`src/pkg/boot_loader_map.svh`:
```
/*
 * Constants of the serial boot loader: register offsets, reset values,
 * block types, mode codes, response codes and address figures.
 * Assumes inclusion by bare name from the design file and the bench.
 */
`ifndef BOOT_LOADER_MAP_SVH
`define BOOT_LOADER_MAP_SVH

// Register offsets on the plain register port.
`define BL_OFF_CTRL      4'h0
`define BL_OFF_STATE     4'h1
`define BL_OFF_RESP      4'h2
`define BL_OFF_MODE      4'h3
`define BL_OFF_BAUD_LO   4'h4
`define BL_OFF_BAUD_HI   4'h5
`define BL_CTRL_RESET    8'h01
`define BL_CTRL_EN_BIT   0
`define BL_CTRL_VAR_BIT  1

// Block types.
`define BL_BLK_HEADER    8'h00
`define BL_BLK_DATA      8'h01
`define BL_BLK_END       8'h02

// Mode codes.
`define BL_MODE_XLOAD    8'h00
`define BL_MODE_XEXEC    8'h01
`define BL_MODE_FPROG    8'h02
`define BL_MODE_UEXEC    8'h03
`define BL_MODE_ERASE    8'h04
`define BL_MODE_PROT     8'h06
`define BL_MODE_LXLOAD   8'h08
`define BL_MODE_LXEXEC   8'h09
`define BL_MODE_DEBUG    8'h0F

// Responses and synchronization bytes.
`define BL_RSP_OK        8'h55
`define BL_RSP_TYPE      8'hFF
`define BL_RSP_CSUM      8'hFE
`define BL_RSP_PROT      8'hFD
`define BL_SYNC_BYTE     8'h80

// Lengths and addresses.
`define BL_HDR_LEN       7'h06
`define BL_MAX_LEN       7'h60
`define BL_EXT_DATA_RAM_BASE     16'hF000
`define BL_EXT_DATA_RAM_TOP      16'hF1FF
`define BL_USER_BASE     16'h0000
`define BL_SYNC_SHIFT    3

`endif

```
`src/pkg/boot_loader_pkg.sv`:
```
/*
 * Types of the serial boot loader.
 * Assumes the constants header is compiled alongside.
 */
`default_nettype none
package boot_loader_pkg;
	typedef enum logic [6:0] {
		ST_IDLE  = 7'b000_0001,
		ST_SYNCW = 7'b000_0010,
		ST_SYNCM = 7'b000_0100,
		ST_RXBLK = 7'b000_1000,
		ST_DRAIN = 7'b001_0000,
		ST_RESP  = 7'b010_0000,
		ST_EXIT  = 7'b100_0000
	} state_t;
endpackage : boot_loader_pkg
`default_nettype wire

```
`src/rtl/boot_loader.sv`:
```
/*
 * Serial boot loader: strap capture, baud measurement on the test byte,
 * block reception with XOR check, mode decode and memory write port.
 * Assumes rx_pin is synchronous to sys_clk and memory accepts one write
 * per cycle without back-pressure.
 */
// Local design decisions: the address map and the strobed register port.
// Function
// - Enter loader when boot-select and test-mode straps both read low at reset.
// - Run synchronization, then header reception, then a response to the host.
// - Mode 00 loads host program into ext_data_ram F000 to F1FF.
// - Mode 01 exits and executes ext_data_ram code at F000.
// - Mode 02 programs host data blocks into Flash.
// - Mode 03 exits and executes the user program at 0000.
// - Mode 04 erases the host-selected Flash sectors.
// - Mode 06 sets or clears Flash protection, then exits.
// - Modes 08 and 09 act like 00 and 01, only over LIN.
// - Mode 0F enters on_chip_debug_support serial mode, only over UART.
// - After load, program or erase, return to wait for the next block.
// - After execute or protection modes leave without a serial session.
// - On some variants load, erase and debug modes refused while protected; the code refuses erase while protected on every variant.
// - A block is type byte, data area, checksum byte in order.
// - Type 00 is header, 01 data, 02 end_block.
// - Header is 8 bytes total with a 6 byte data area.
// - Data and end_block areas at most 96 bytes, length from header.
// - Data blocks only in load and program modes; end_block is last and carries data.
// - XOR of type and data bytes is compared with the checksum.
// - Host sends 80; device measures it, sets baud and answers 55.
// - Answer 55 ok, FF type or sequence, FE checksum, FD protection.
// - Header data area is a mode byte and five parameter bytes.
`timescale 1ns/1ps
`include "boot_loader_map.svh"
`default_nettype none
module boot_loader (
	// Clock and reset
	input  wire logic        sys_clk,
	input  wire logic        arst_n,
	// Straps and device state
	input  wire logic        boot_select_pin,
	input  wire logic        test_mode_pin,
	input  wire logic        lin_fitted,
	input  wire logic        flash_protected,
	// Serial link
	input  wire logic        rx_pin,
	output logic             tx_pin,
	// Register port
	input  wire logic [3:0]  reg_addr,
	input  wire logic [7:0]  reg_wdata,
	input  wire logic        reg_wr,
	input  wire logic        reg_rd,
	output logic      [7:0]  reg_rdata,
	// Memory write port
	output logic             mem_we,
	output logic             mem_flash,
	output logic      [15:0] mem_addr,
	output logic      [7:0]  mem_wdata,
	// Mode actions
	output logic             erase_req,
	output logic      [7:0]  erase_sectors,
	output logic             prot_req,
	output logic             prot_enable,
	output logic             exec_req,
	output logic      [15:0] exec_addr,
	output logic             debug_req,
	output logic             loader_active
);
	boot_loader_pkg::state_t st_r;
	logic        straps_done_r, bsl_strap_r, lin_r;
	logic [7:0]  ctrl_r, resp_r, mode_r, btype_r, csum_r;
	logic [15:0] baud_r, meas_r;
	logic [6:0]  idx_r, blk_len_r, didx_r;
	logic        xfer_r, end_seen_r, sent_r;
	logic [7:0]  buf_r [0:95];
	logic [6:0]  exp_len;
	logic        tx_go, prot_block;
	logic [15:0] wr_addr;
	// Receiver and transmitter.
	logic        rx_busy_r, rx_valid_r, tx_busy_r;
	logic [3:0]  rx_bit_r, tx_bit_r;
	logic [15:0] rx_tmr_r, tx_tmr_r;
	logic [7:0]  rx_sh_r, rx_byte_r;
	logic [9:0]  tx_sh_r;

	assign exp_len = (btype_r == `BL_BLK_DATA || btype_r == `BL_BLK_END) ?
		blk_len_r : `BL_HDR_LEN;
	assign tx_go = (st_r == boot_loader_pkg::ST_RESP) && !tx_busy_r && !sent_r;
	assign prot_block = flash_protected && ctrl_r[`BL_CTRL_VAR_BIT];
	// The window test must see the address of this store, not of the previous one.
	assign wr_addr = (didx_r != 7'h00 || mem_we) ? mem_addr + 16'h0001 : mem_addr;

	// Straps are sampled at the first edge after release, never by the reset.
	always_ff @(posedge sys_clk or negedge arst_n) begin
		if (!arst_n) begin
			straps_done_r <= 1'b0;
			bsl_strap_r   <= 1'b0;
			lin_r         <= 1'b0;
		end else if (!straps_done_r) begin
			straps_done_r <= 1'b1;
			bsl_strap_r   <= !boot_select_pin && !test_mode_pin;
			lin_r         <= lin_fitted;
		end
	end

	// Register port: writes steer control, reads show state one cycle later.
	always_ff @(posedge sys_clk or negedge arst_n) begin
		if (!arst_n) begin
			ctrl_r    <= `BL_CTRL_RESET;
			reg_rdata <= 8'h00;
		end else begin
			if (reg_wr && reg_addr == `BL_OFF_CTRL)
				ctrl_r <= reg_wdata;
			if (reg_rd) begin
				unique case (reg_addr)
					`BL_OFF_CTRL:    reg_rdata <= ctrl_r;
					`BL_OFF_STATE:   reg_rdata <= {1'b0, st_r};
					`BL_OFF_RESP:    reg_rdata <= resp_r;
					`BL_OFF_MODE:    reg_rdata <= mode_r;
					`BL_OFF_BAUD_LO: reg_rdata <= baud_r[7:0];
					`BL_OFF_BAUD_HI: reg_rdata <= baud_r[15:8];
					default:         reg_rdata <= 8'h00;
				endcase
			end
		end
	end

	// Receiver samples mid-bit using the measured bit period.
	always_ff @(posedge sys_clk or negedge arst_n) begin
		if (!arst_n) begin
			rx_busy_r  <= 1'b0;
			rx_valid_r <= 1'b0;
			rx_bit_r   <= 4'h0;
			rx_tmr_r   <= 16'h0000;
			rx_sh_r    <= 8'h00;
			rx_byte_r  <= 8'h00;
		end else begin
			rx_valid_r <= 1'b0;
			if (!rx_busy_r) begin
				if (!rx_pin && st_r == boot_loader_pkg::ST_RXBLK) begin
					rx_busy_r <= 1'b1;
					rx_bit_r  <= 4'h0;
					rx_tmr_r  <= {1'b0, baud_r[15:1]};
				end
			end else if (rx_tmr_r != 16'h0000) begin
				rx_tmr_r <= rx_tmr_r - 16'h0001;
			end else begin
				rx_tmr_r <= baud_r - 16'h0001;
				rx_bit_r <= rx_bit_r + 4'h1;
				if (rx_bit_r == 4'h0 && rx_pin)
					rx_busy_r <= 1'b0;
				else if (rx_bit_r >= 4'h1 && rx_bit_r <= 4'h8)
					rx_sh_r <= {rx_pin, rx_sh_r[7:1]};
				else if (rx_bit_r == 4'h9) begin
					rx_busy_r  <= 1'b0;
					rx_valid_r <= rx_pin;
					rx_byte_r  <= rx_sh_r;
				end
			end
		end
	end

	// Transmitter sends start, eight data bits LSB first, and stop.
	always_ff @(posedge sys_clk or negedge arst_n) begin
		if (!arst_n) begin
			tx_busy_r <= 1'b0;
			tx_bit_r  <= 4'h0;
			tx_tmr_r  <= 16'h0000;
			tx_sh_r   <= 10'h3FF;
			tx_pin    <= 1'b1;
		end else if (!tx_busy_r) begin
			tx_pin <= 1'b1;
			if (tx_go) begin
				tx_busy_r <= 1'b1;
				tx_sh_r   <= {1'b1, resp_r, 1'b0};
				tx_bit_r  <= 4'h0;
				tx_tmr_r  <= 16'h0000;
			end
		end else if (tx_tmr_r != 16'h0000) begin
			tx_tmr_r <= tx_tmr_r - 16'h0001;
		end else if (tx_bit_r == 4'hA) begin
			tx_busy_r <= 1'b0;
		end else begin
			tx_pin   <= tx_sh_r[0];
			tx_sh_r  <= {1'b1, tx_sh_r[9:1]};
			tx_bit_r <= tx_bit_r + 4'h1;
			tx_tmr_r <= baud_r - 16'h0001;
		end
	end

	// Block buffer; contents reach memory only after the checksum matches.
	always_ff @(posedge sys_clk) begin
		if (st_r == boot_loader_pkg::ST_RXBLK && rx_valid_r &&
				idx_r != 7'h00 && idx_r <= exp_len)
			buf_r[idx_r - 7'h01] <= rx_byte_r;
	end

	// Main sequence: synchronize, take blocks, act, answer.
	always_ff @(posedge sys_clk or negedge arst_n) begin
		if (!arst_n) begin
			st_r          <= boot_loader_pkg::ST_IDLE;
			resp_r        <= 8'h00;
			mode_r        <= 8'h00;
			btype_r       <= 8'h00;
			csum_r        <= 8'h00;
			baud_r        <= 16'h0001;
			meas_r        <= 16'h0000;
			idx_r         <= 7'h00;
			didx_r        <= 7'h00;
			blk_len_r     <= 7'h00;
			xfer_r        <= 1'b0;
			end_seen_r    <= 1'b0;
			sent_r        <= 1'b0;
			mem_we        <= 1'b0;
			mem_flash     <= 1'b0;
			mem_addr      <= 16'h0000;
			mem_wdata     <= 8'h00;
			erase_req     <= 1'b0;
			erase_sectors <= 8'h00;
			prot_req      <= 1'b0;
			prot_enable   <= 1'b0;
			exec_req      <= 1'b0;
			exec_addr     <= 16'h0000;
			debug_req     <= 1'b0;
			loader_active <= 1'b0;
		end else begin
			mem_we    <= 1'b0;
			erase_req <= 1'b0;
			prot_req  <= 1'b0;
			exec_req  <= 1'b0;
			debug_req <= 1'b0;
			unique case (st_r)
			boot_loader_pkg::ST_IDLE: begin
				if (straps_done_r && bsl_strap_r && ctrl_r[`BL_CTRL_EN_BIT]) begin
					st_r          <= boot_loader_pkg::ST_SYNCW;
					loader_active <= 1'b1;
				end
			end
			boot_loader_pkg::ST_SYNCW: begin
				if (!rx_pin) begin
					st_r   <= boot_loader_pkg::ST_SYNCM;
					meas_r <= 16'h0001;
				end
			end
			boot_loader_pkg::ST_SYNCM: begin
				// The test byte is low for start plus seven zero bits.
				if (rx_pin) begin
					baud_r <= (meas_r >> `BL_SYNC_SHIFT) == 16'h0000 ? 16'h0001 :
						meas_r >> `BL_SYNC_SHIFT;
					resp_r <= `BL_RSP_OK;
					idx_r  <= 7'h00;
					st_r   <= boot_loader_pkg::ST_RESP;
				end else if (meas_r != 16'hFFFF)
					meas_r <= meas_r + 16'h0001;
			end
			boot_loader_pkg::ST_RXBLK: begin
				if (rx_valid_r) begin
					idx_r <= idx_r + 7'h01;
					if (idx_r == 7'h00) begin
						btype_r <= rx_byte_r;
						csum_r  <= rx_byte_r;
					end else if (idx_r <= exp_len) begin
						csum_r <= csum_r ^ rx_byte_r;
					end else begin
						idx_r <= 7'h00;
						st_r  <= boot_loader_pkg::ST_RESP;
						resp_r <= `BL_RSP_OK;
						if (csum_r != rx_byte_r)
							resp_r <= `BL_RSP_CSUM;
						else if (btype_r == `BL_BLK_HEADER) begin
							mode_r <= buf_r[0];
							if (xfer_r)
								resp_r <= `BL_RSP_TYPE;
							else begin
								unique case (buf_r[0])
								`BL_MODE_XLOAD, `BL_MODE_LXLOAD: begin
									if (buf_r[0] == `BL_MODE_LXLOAD && !lin_r)
										resp_r <= `BL_RSP_TYPE;
									else if (prot_block)
										resp_r <= `BL_RSP_PROT;
									else if (buf_r[1][6:0] == 7'h00 ||
											buf_r[1][6:0] > `BL_MAX_LEN || buf_r[1][7])
										resp_r <= `BL_RSP_TYPE;
									else begin
										xfer_r    <= 1'b1;
										mem_flash <= 1'b0;
										mem_addr  <= `BL_EXT_DATA_RAM_BASE;
										blk_len_r <= buf_r[1][6:0];
									end
								end
								`BL_MODE_FPROG: begin
									if (flash_protected)
										resp_r <= `BL_RSP_PROT;
									else if (buf_r[1][6:0] == 7'h00 ||
											buf_r[1][6:0] > `BL_MAX_LEN || buf_r[1][7])
										resp_r <= `BL_RSP_TYPE;
									else begin
										xfer_r    <= 1'b1;
										mem_flash <= 1'b1;
										mem_addr  <= {buf_r[2], buf_r[3]};
										blk_len_r <= buf_r[1][6:0];
									end
								end
								`BL_MODE_ERASE: begin
									if (flash_protected)
										resp_r <= `BL_RSP_PROT;
									else begin
										erase_req     <= 1'b1;
										erase_sectors <= buf_r[1];
									end
								end
								`BL_MODE_XEXEC, `BL_MODE_LXEXEC, `BL_MODE_UEXEC: begin
									if (buf_r[0] == `BL_MODE_LXEXEC && !lin_r)
										resp_r <= `BL_RSP_TYPE;
									else begin
										exec_req  <= 1'b1;
										exec_addr <= buf_r[0] == `BL_MODE_UEXEC ?
											`BL_USER_BASE : `BL_EXT_DATA_RAM_BASE;
										st_r          <= boot_loader_pkg::ST_EXIT;
										loader_active <= 1'b0;
									end
								end
								`BL_MODE_PROT: begin
									prot_req      <= 1'b1;
									prot_enable   <= buf_r[1][0];
									st_r          <= boot_loader_pkg::ST_EXIT;
									loader_active <= 1'b0;
								end
								`BL_MODE_DEBUG: begin
									if (lin_r)
										resp_r <= `BL_RSP_TYPE;
									else if (prot_block)
										resp_r <= `BL_RSP_PROT;
									else begin
										debug_req     <= 1'b1;
										st_r          <= boot_loader_pkg::ST_EXIT;
										loader_active <= 1'b0;
									end
								end
								default: resp_r <= `BL_RSP_TYPE;
								endcase
							end
						end else if (btype_r == `BL_BLK_DATA || btype_r == `BL_BLK_END) begin
							if (!xfer_r)
								resp_r <= `BL_RSP_TYPE;
							else begin
								end_seen_r <= btype_r == `BL_BLK_END;
								didx_r     <= 7'h00;
								st_r       <= boot_loader_pkg::ST_DRAIN;
							end
						end else
							resp_r <= `BL_RSP_TYPE;
					end
				end
			end
			boot_loader_pkg::ST_DRAIN: begin
				// Stores beyond the top of the ext_data_ram window are dropped.
				mem_we    <= mem_flash ||
					(wr_addr >= `BL_EXT_DATA_RAM_BASE && wr_addr <= `BL_EXT_DATA_RAM_TOP);
				mem_wdata <= buf_r[didx_r];
				mem_addr  <= wr_addr;
				didx_r <= didx_r + 7'h01;
				if (didx_r == blk_len_r - 7'h01) begin
					st_r <= boot_loader_pkg::ST_RESP;
					if (end_seen_r)
						xfer_r <= 1'b0;
				end
			end
			boot_loader_pkg::ST_RESP: begin
				if (mem_we)
					mem_addr <= mem_addr + 16'h0001;
				if (tx_go)
					sent_r <= 1'b1;
				else if (sent_r && !tx_busy_r) begin
					sent_r <= 1'b0;
					st_r   <= boot_loader_pkg::ST_RXBLK;
				end
			end
			boot_loader_pkg::ST_EXIT: st_r <= boot_loader_pkg::ST_EXIT;
			endcase
		end
	end
endmodule : boot_loader
`default_nettype wire

```
`config.mk`:
```
export PLATFORM = sky130hd
export DESIGN_NAME = boot_loader
export DESIGN_NICKNAME = d
export VERILOG_FILES = /design/src/pkg/boot_loader_pkg.sv /design/src/rtl/boot_loader.sv
export VERILOG_INCLUDE_DIRS = /design/src /design/src/pkg
export SDC_FILE = /design/constraint.sdc
export NUM_CORES = 1
export LEC_CHECK = 0
export BUFFER_PORTS_ARGS = -buffer_cell sky130_fd_sc_hd__buf_2
export CAP_MARGIN = 20
export CORE_UTILIZATION = 50
export CTS_CLUSTER_SIZE = 30
export DETAILED_ROUTE_END_ITERATION = 10
export GPL_ROUTABILITY_DRIVEN = 0
export PLACE_DENSITY = 0.66
export SYNTH_ARGS = -nofsm -noshare
export SYNTH_HDL_FRONTEND = slang
export SYNTH_SLANG_ARGS = --single-unit
```
`constraint.sdc`:
```
create_clock -name sys_clk -period 12 [get_ports sys_clk]
set_clock_uncertainty 0.05 [all_clocks]
set_input_delay 1.2 -clock sys_clk [delete_from_list [all_inputs] [get_ports sys_clk]]
set_output_delay 1.2 -clock sys_clk [all_outputs]
set_load 0.03 [all_outputs]
```
### Word-level counts from Yosys, hierarchy flattened

Memory sizes are Yosys's and may differ from the RTL's. A register that Yosys moved wholly into a read port is not among the register bits.
Cells that the tools add are included.

* memories: 1
* register bits: 232
* RAM bits: 768
* output and inout bits: 65
* word-level logic and storage cells: 401
* input bits: 21

* mux-type cells: 190
* $lt $le $gt $ge: 6
* $add $sub $neg: 11
* bitwise operators: 11
* reductions and logical operators: 77
* equality and inequality tests: 65

Memories
* buf_r: depth 96, bits a word 8, rd ports 5, clocked after Yosys merged registers in 1, wr ports 1, line boot_loader.sv:73 `logic [7:0] buf_r [0:95];`

Operators by type and width (number)
* $mux 16: 24
* $mux 7: 31
* $mux 8: 19
* $pmux 8 s6: 2
* $mux 1: 86
* $pmux 16 s2: 2
* $pmux 7 s7: 1
* $ne 2x2->1 const B: 24
* $pmux 16 s3: 1
* $sub 16x1->16 const B: 3
* $pmux 7 s2: 3
* $mux 10: 4
* $add 16x1->16 const B: 2
* $reduce_and 8->1: 4
* $reduce_bool 16->1: 2
* $mux 4: 7
* $ne 3x3->1 const B: 9
* $reduce_and 9->1: 3
* $eq 8x2->1 const B: 3
* $eq 8x4->1 const B: 3
* $pmux 7 s3: 1
* $reduce_bool 2->1: 9
* $logic_and 1x1->1: 17
* $eq 8x1->1 const B: 2
* 53 further kinds: 98

### Logic depth before layout (Yosys ltp)

An unclocked memory read counts as a cell.

* word-level depth: 15
* depth in mapped cells: 13
* mapped depth without buffers: 11

### Least setup slack after synthesis

OpenSTA, ideal clock, no wires.

* kind: register -> register
* start: register btype_r[5]
* end: memory buf_r[14][0], enable pin
* data arrival time: 3.679 ns
* stages on the path, launching flop included: 12
* path buffers: 1
* setup slack: 7.901 ns
* data required time: 11.580 ns
* cell sequence: dfrtp_1 -> or4_4 -> nor4_1 -> nand2_1 -> ha_1 -> a41oi_1 -> o21ai_0 -> o21ba_2 -> nor4_1 -> nand3_1 -> clkbuf_1 -> nor2_1

* longest elaborated chain between the ends: 7

RTL lines
* from (decl): line boot_loader.sv:69 `logic [7:0] ctrl_r, resp_r, mode_r, btype_r, csum_r;`
* from (signal assigned): line boot_loader.sv:258 `btype_r <= rx_byte_r;`
* $eq 8x1->1 (no line) or $eq 8x2->1 (tied branches)
* $logic_or 1x1->1 (no line) (*)
* $mux 7 (no line) (*)
* $le 7x7->1 (*): line boot_loader.sv:192 `idx_r != 7'h00 && idx_r <= exp_len)`
* $logic_and 1x1->1 (*): line boot_loader.sv:192
* $mux 1 (*): line boot_loader.sv:191 `if (st_r == boot_loader_pkg::ST_RXBLK && rx_valid_r &&`
* $mux 1 (not written as such) (*): line boot_loader.sv:193 `buf_r[idx_r - 7'h01] <= rx_byte_r;`
* to (decl): line boot_loader.sv:73

Every way passes the cells marked *; elsewhere a longest branch is shown, timed or not.

### Final worst setup path

* start: register btype_r[5]
* end: memory buf_r[50][2], enable pin

The elaborated chain is that of the path after synthesis.

==> flow_metrics.env <==
export IMPL_status="completed"
export IMPL_hold_class="register to register"
export IMPL_placed_area_um2=43590
export IMPL_synth_top_cell_area_share_pct=54.62
export IMPL_htreeDepth=3
export IMPL_grt_setup_unrepaired="false"
export IMPL_nFillCells=6387
export IMPL_core_um2=83560
export IMPL_drt_pre_antenna_iters=8
export IMPL_final_cell_mix="768 x edfxtp_1, 214 x nor2_1, 194 x dfrtp_1, 191 x mux4_2, 157 x nand2_1"
export IMPL_drive_above_1_share_pct=20.47
export IMPL_fmax_mhz=186.3
export IMPL_ir_drop_uv=125.2
export IMPL_fp_dieW_um=292.6
export IMPL_cts_root_buf="clkbuf_16"
export IMPL_ys_types=85
export IMPL_wl_per_cell_um=27.68
export IMPL_yosys_warnings=0
export IMPL_multi_input_area_um2=12870
export IMPL_max_cap_viol_count=0
export IMPL_synth_area_top_cells="edfxtp_1 55%, dfrtp_1 12%, mux4_2 10%, mux2_2 1.9%, nor2_1 1.9%"
export IMPL_layout_worst_path_cycle_share_pct=44.73
export IMPL_cp_data_required_time_ns=12.22
export IMPL_die_area_um2=85610
export IMPL_cp_end_kind="register"
export IMPL_worstPathArrival_ns=5.59
export IMPL_setup_viol=0
export IMPL_grt_pass1_vias=24890
export IMPL_combPwrFrac_pct=8.1
export IMPL_clk_pin_slew_worst_paths_ns=0.06
export IMPL_cts_buffers=98
export IMPL_syn_inst=2717
export IMPL_drt_iter0_drc=2743
export IMPL_num_io_pins=86
export IMPL_clk_latency_ns=0.68
export IMPL_nets=2828
export IMPL_worstMarginPinSlew_ns=1.096
export IMPL_antenna_found_initial=3
export IMPL_synth_top_cell_by_area="edfxtp_1"
export IMPL_postCtsResizedCells=0
export IMPL_crit_type="register to register"
export IMPL_cts_tree="yes"
export IMPL_post_cts_buffers=0
export IMPL_num_vias=25230
export IMPL_design_area_um2=47140
export IMPL_holdBufCountCts=0
export IMPL_initial_core_util_pct=50.53
export IMPL_cts_sinks=985
export IMPL_hold_slack_ns=0.4081
export IMPL_seqPwrFrac_pct=49.9
export IMPL_synth_seq_area_share_pct=67.53
export IMPL_fin_crit_ns=5.368
export IMPL_synthToLayoutAreaGrowth_pct=11.66
export IMPL_avgSynthCellArea_um2=15.54
export IMPL_final_cells=3948
export IMPL_synth_seq_cells=985
export IMPL_seqCellArea_um2=28550
export IMPL_via_per_inst=6.392
export IMPL_track_usage_pct=25.73
export IMPL_final_common_cell="edfxtp_1"
export IMPL_synth_edf_count=768
export IMPL_grt_remaining_overflow=0
export IMPL_rows=106
export IMPL_grt_pass1_wl_um=163400
export IMPL_r2r_slack_ns=6.63
export IMPL_swShare_pct=24.09
export IMPL_grt_max_degree=81
export IMPL_slew_headroom_pct=26.69
export IMPL_drt_total_wl_um=109300
export IMPL_drc=0
export IMPL_port_buffers=73
export IMPL_cp_start_kind="register"
export IMPL_cts_max_path_buffers=3
export IMPL_synth_area_um2=42220
export IMPL_place_inst=3760
export IMPL_finalSetupTns_ns=0
export IMPL_final_antenna_net_count=0
export IMPL_powerDensity_nw_per_um2=165.6
export IMPL_hpwl_um=69560
export IMPL_die_y_um=292.6
export IMPL_cp_max_fo=12
export IMPL_leakage_uw=0.01589
export IMPL_hold_viol=0
export IMPL_finalMaxSlewViolations=0
export IMPL_p_switching_uw=1880
export IMPL_ys_flop_type="edfxtp_1"
export IMPL_p_int_uw=5926
export IMPL_p_clk_share_pct=42.0
export IMPL_async_flop_share_pct=22.03
layout make-up:
class / instances / share of cell area (%)
antenna: 1 / 0.005308
clock buffer: 127 / 5.690
clock inverter: 57 / 1.733
inverter: 43 / 0.3424
multi-input combinational: 1541 / 27.31
sequential: 985 / 60.55
tap: 1080 / 2.866
timing repair buffer: 114 / 1.500
cell families after synthesis:
kind of cell / count (synthesis) / synth area share (%)
DFF: 985 / 67.53
and+or+nand+nor: 668 / 7.809
AOI/OAI and AO/OA: 441 / 6.799
muxes: 328 / 13.65
buffers and inverters: 202 / 2.098
xor gates and xnor gates: 67 / 1.390
adders and majority gates: 24 / 0.7113
other: 2 / 0.01779
cell usage after synthesis (25+ instances only):
| cell | n |
|---|---|
| edfxtp_1 | 768 |
| o22ai_1 | 25 |
| dfrtp_1 | 204 |
| o21ai_0 | 102 |
| nand3_1 | 52 |
| clkbuf_1 | 92 |
| mux2_2 | 72 |
| nor3_1 | 45 |
| nor4_1 | 25 |
| a21oi_1 | 95 |
| xor2_1 | 45 |
| mux2i_1 | 65 |
| a22oi_1 | 55 |
| buf_2 | 27 |
| nand2b_1 | 25 |
| inv_1 | 41 |
| nand2_1 | 157 |
| nor2_1 | 215 |
| mux4_2 | 191 |
critical path, stage by stage, from the launching register on:
cell,delay (ns)
dfrtp_1,0.37
or4_4,0.55
nor4_1,0.40
clkbuf_2,0.27
nand2_1,0.09
ha_1,0.31
a41oi_1,0.19
o21ai_0,0.15
o21ba_2,0.23
nor4_1,0.68
nand3_2,0.85
nor2_1,0.82
state kept, by name, summed over array words and instances, names as in the netlist, 9 cells and up:
| register | cells |
|---|---|
| buf_r | 768 |
| meas_r | 16 |
| mem_addr | 16 |
| rx_tmr_r | 16 |
| tx_tmr_r | 16 |
| baud_r | 13 |
| tx_sh_r | 9 |
stage by stage:
| stage | total power (uW) | utilization (%) | setup WS (ns) |
|---|---|---|---|
| after global routing | 8061 | 56.42 | 6.404 |
| after CTS | 7836 | 56.36 | 6.356 |
| final | 7806 | 56.42 | 6.632 |
| after global placement | 4563 | 52.16 | 6.662 |
| after floorplan | 4405 | - | 7.901 |
| after detailed placement | 4588 | 52.17 | 6.412 |
power groups by stage:
stage                     Sequential, uW  Clock [uW]  Combinational (uW)
final                               3900        3280                 634
after global routing                3910        3440                 710
after CTS                           3890        3310                 631
after detailed placement            3960           0                 628
after global placement              3950           0                 610
after floorplan                     3920           0                 489
layer usage:
metal	GRT usage [%]	wire (um)	part of all wire (%)
met5	0	26	0.024
met4	7.547	2968	2.7
met3	4.985	9893	9.1
met2	41.05	51890	47
met1	36.13	44500	41
worst paths after layout:
| path | from | end | cells after the start |
|---|---|---|---|
| max | btype_r[5] | buf_r[50][2] | 11 |
| min | end_seen_r | xfer_r | 1 |
| max reg2reg | btype_r[5] | buf_r[50][2] | 11 |
| min reg2reg | end_seen_r | xfer_r | 1 |
| max in group asynchronous | arst_n | rx_byte_r[1] | 2 |
| min in group asynchronous | arst_n | mem_addr[2] | 1 |
Power figures use the tool's default switching activity.
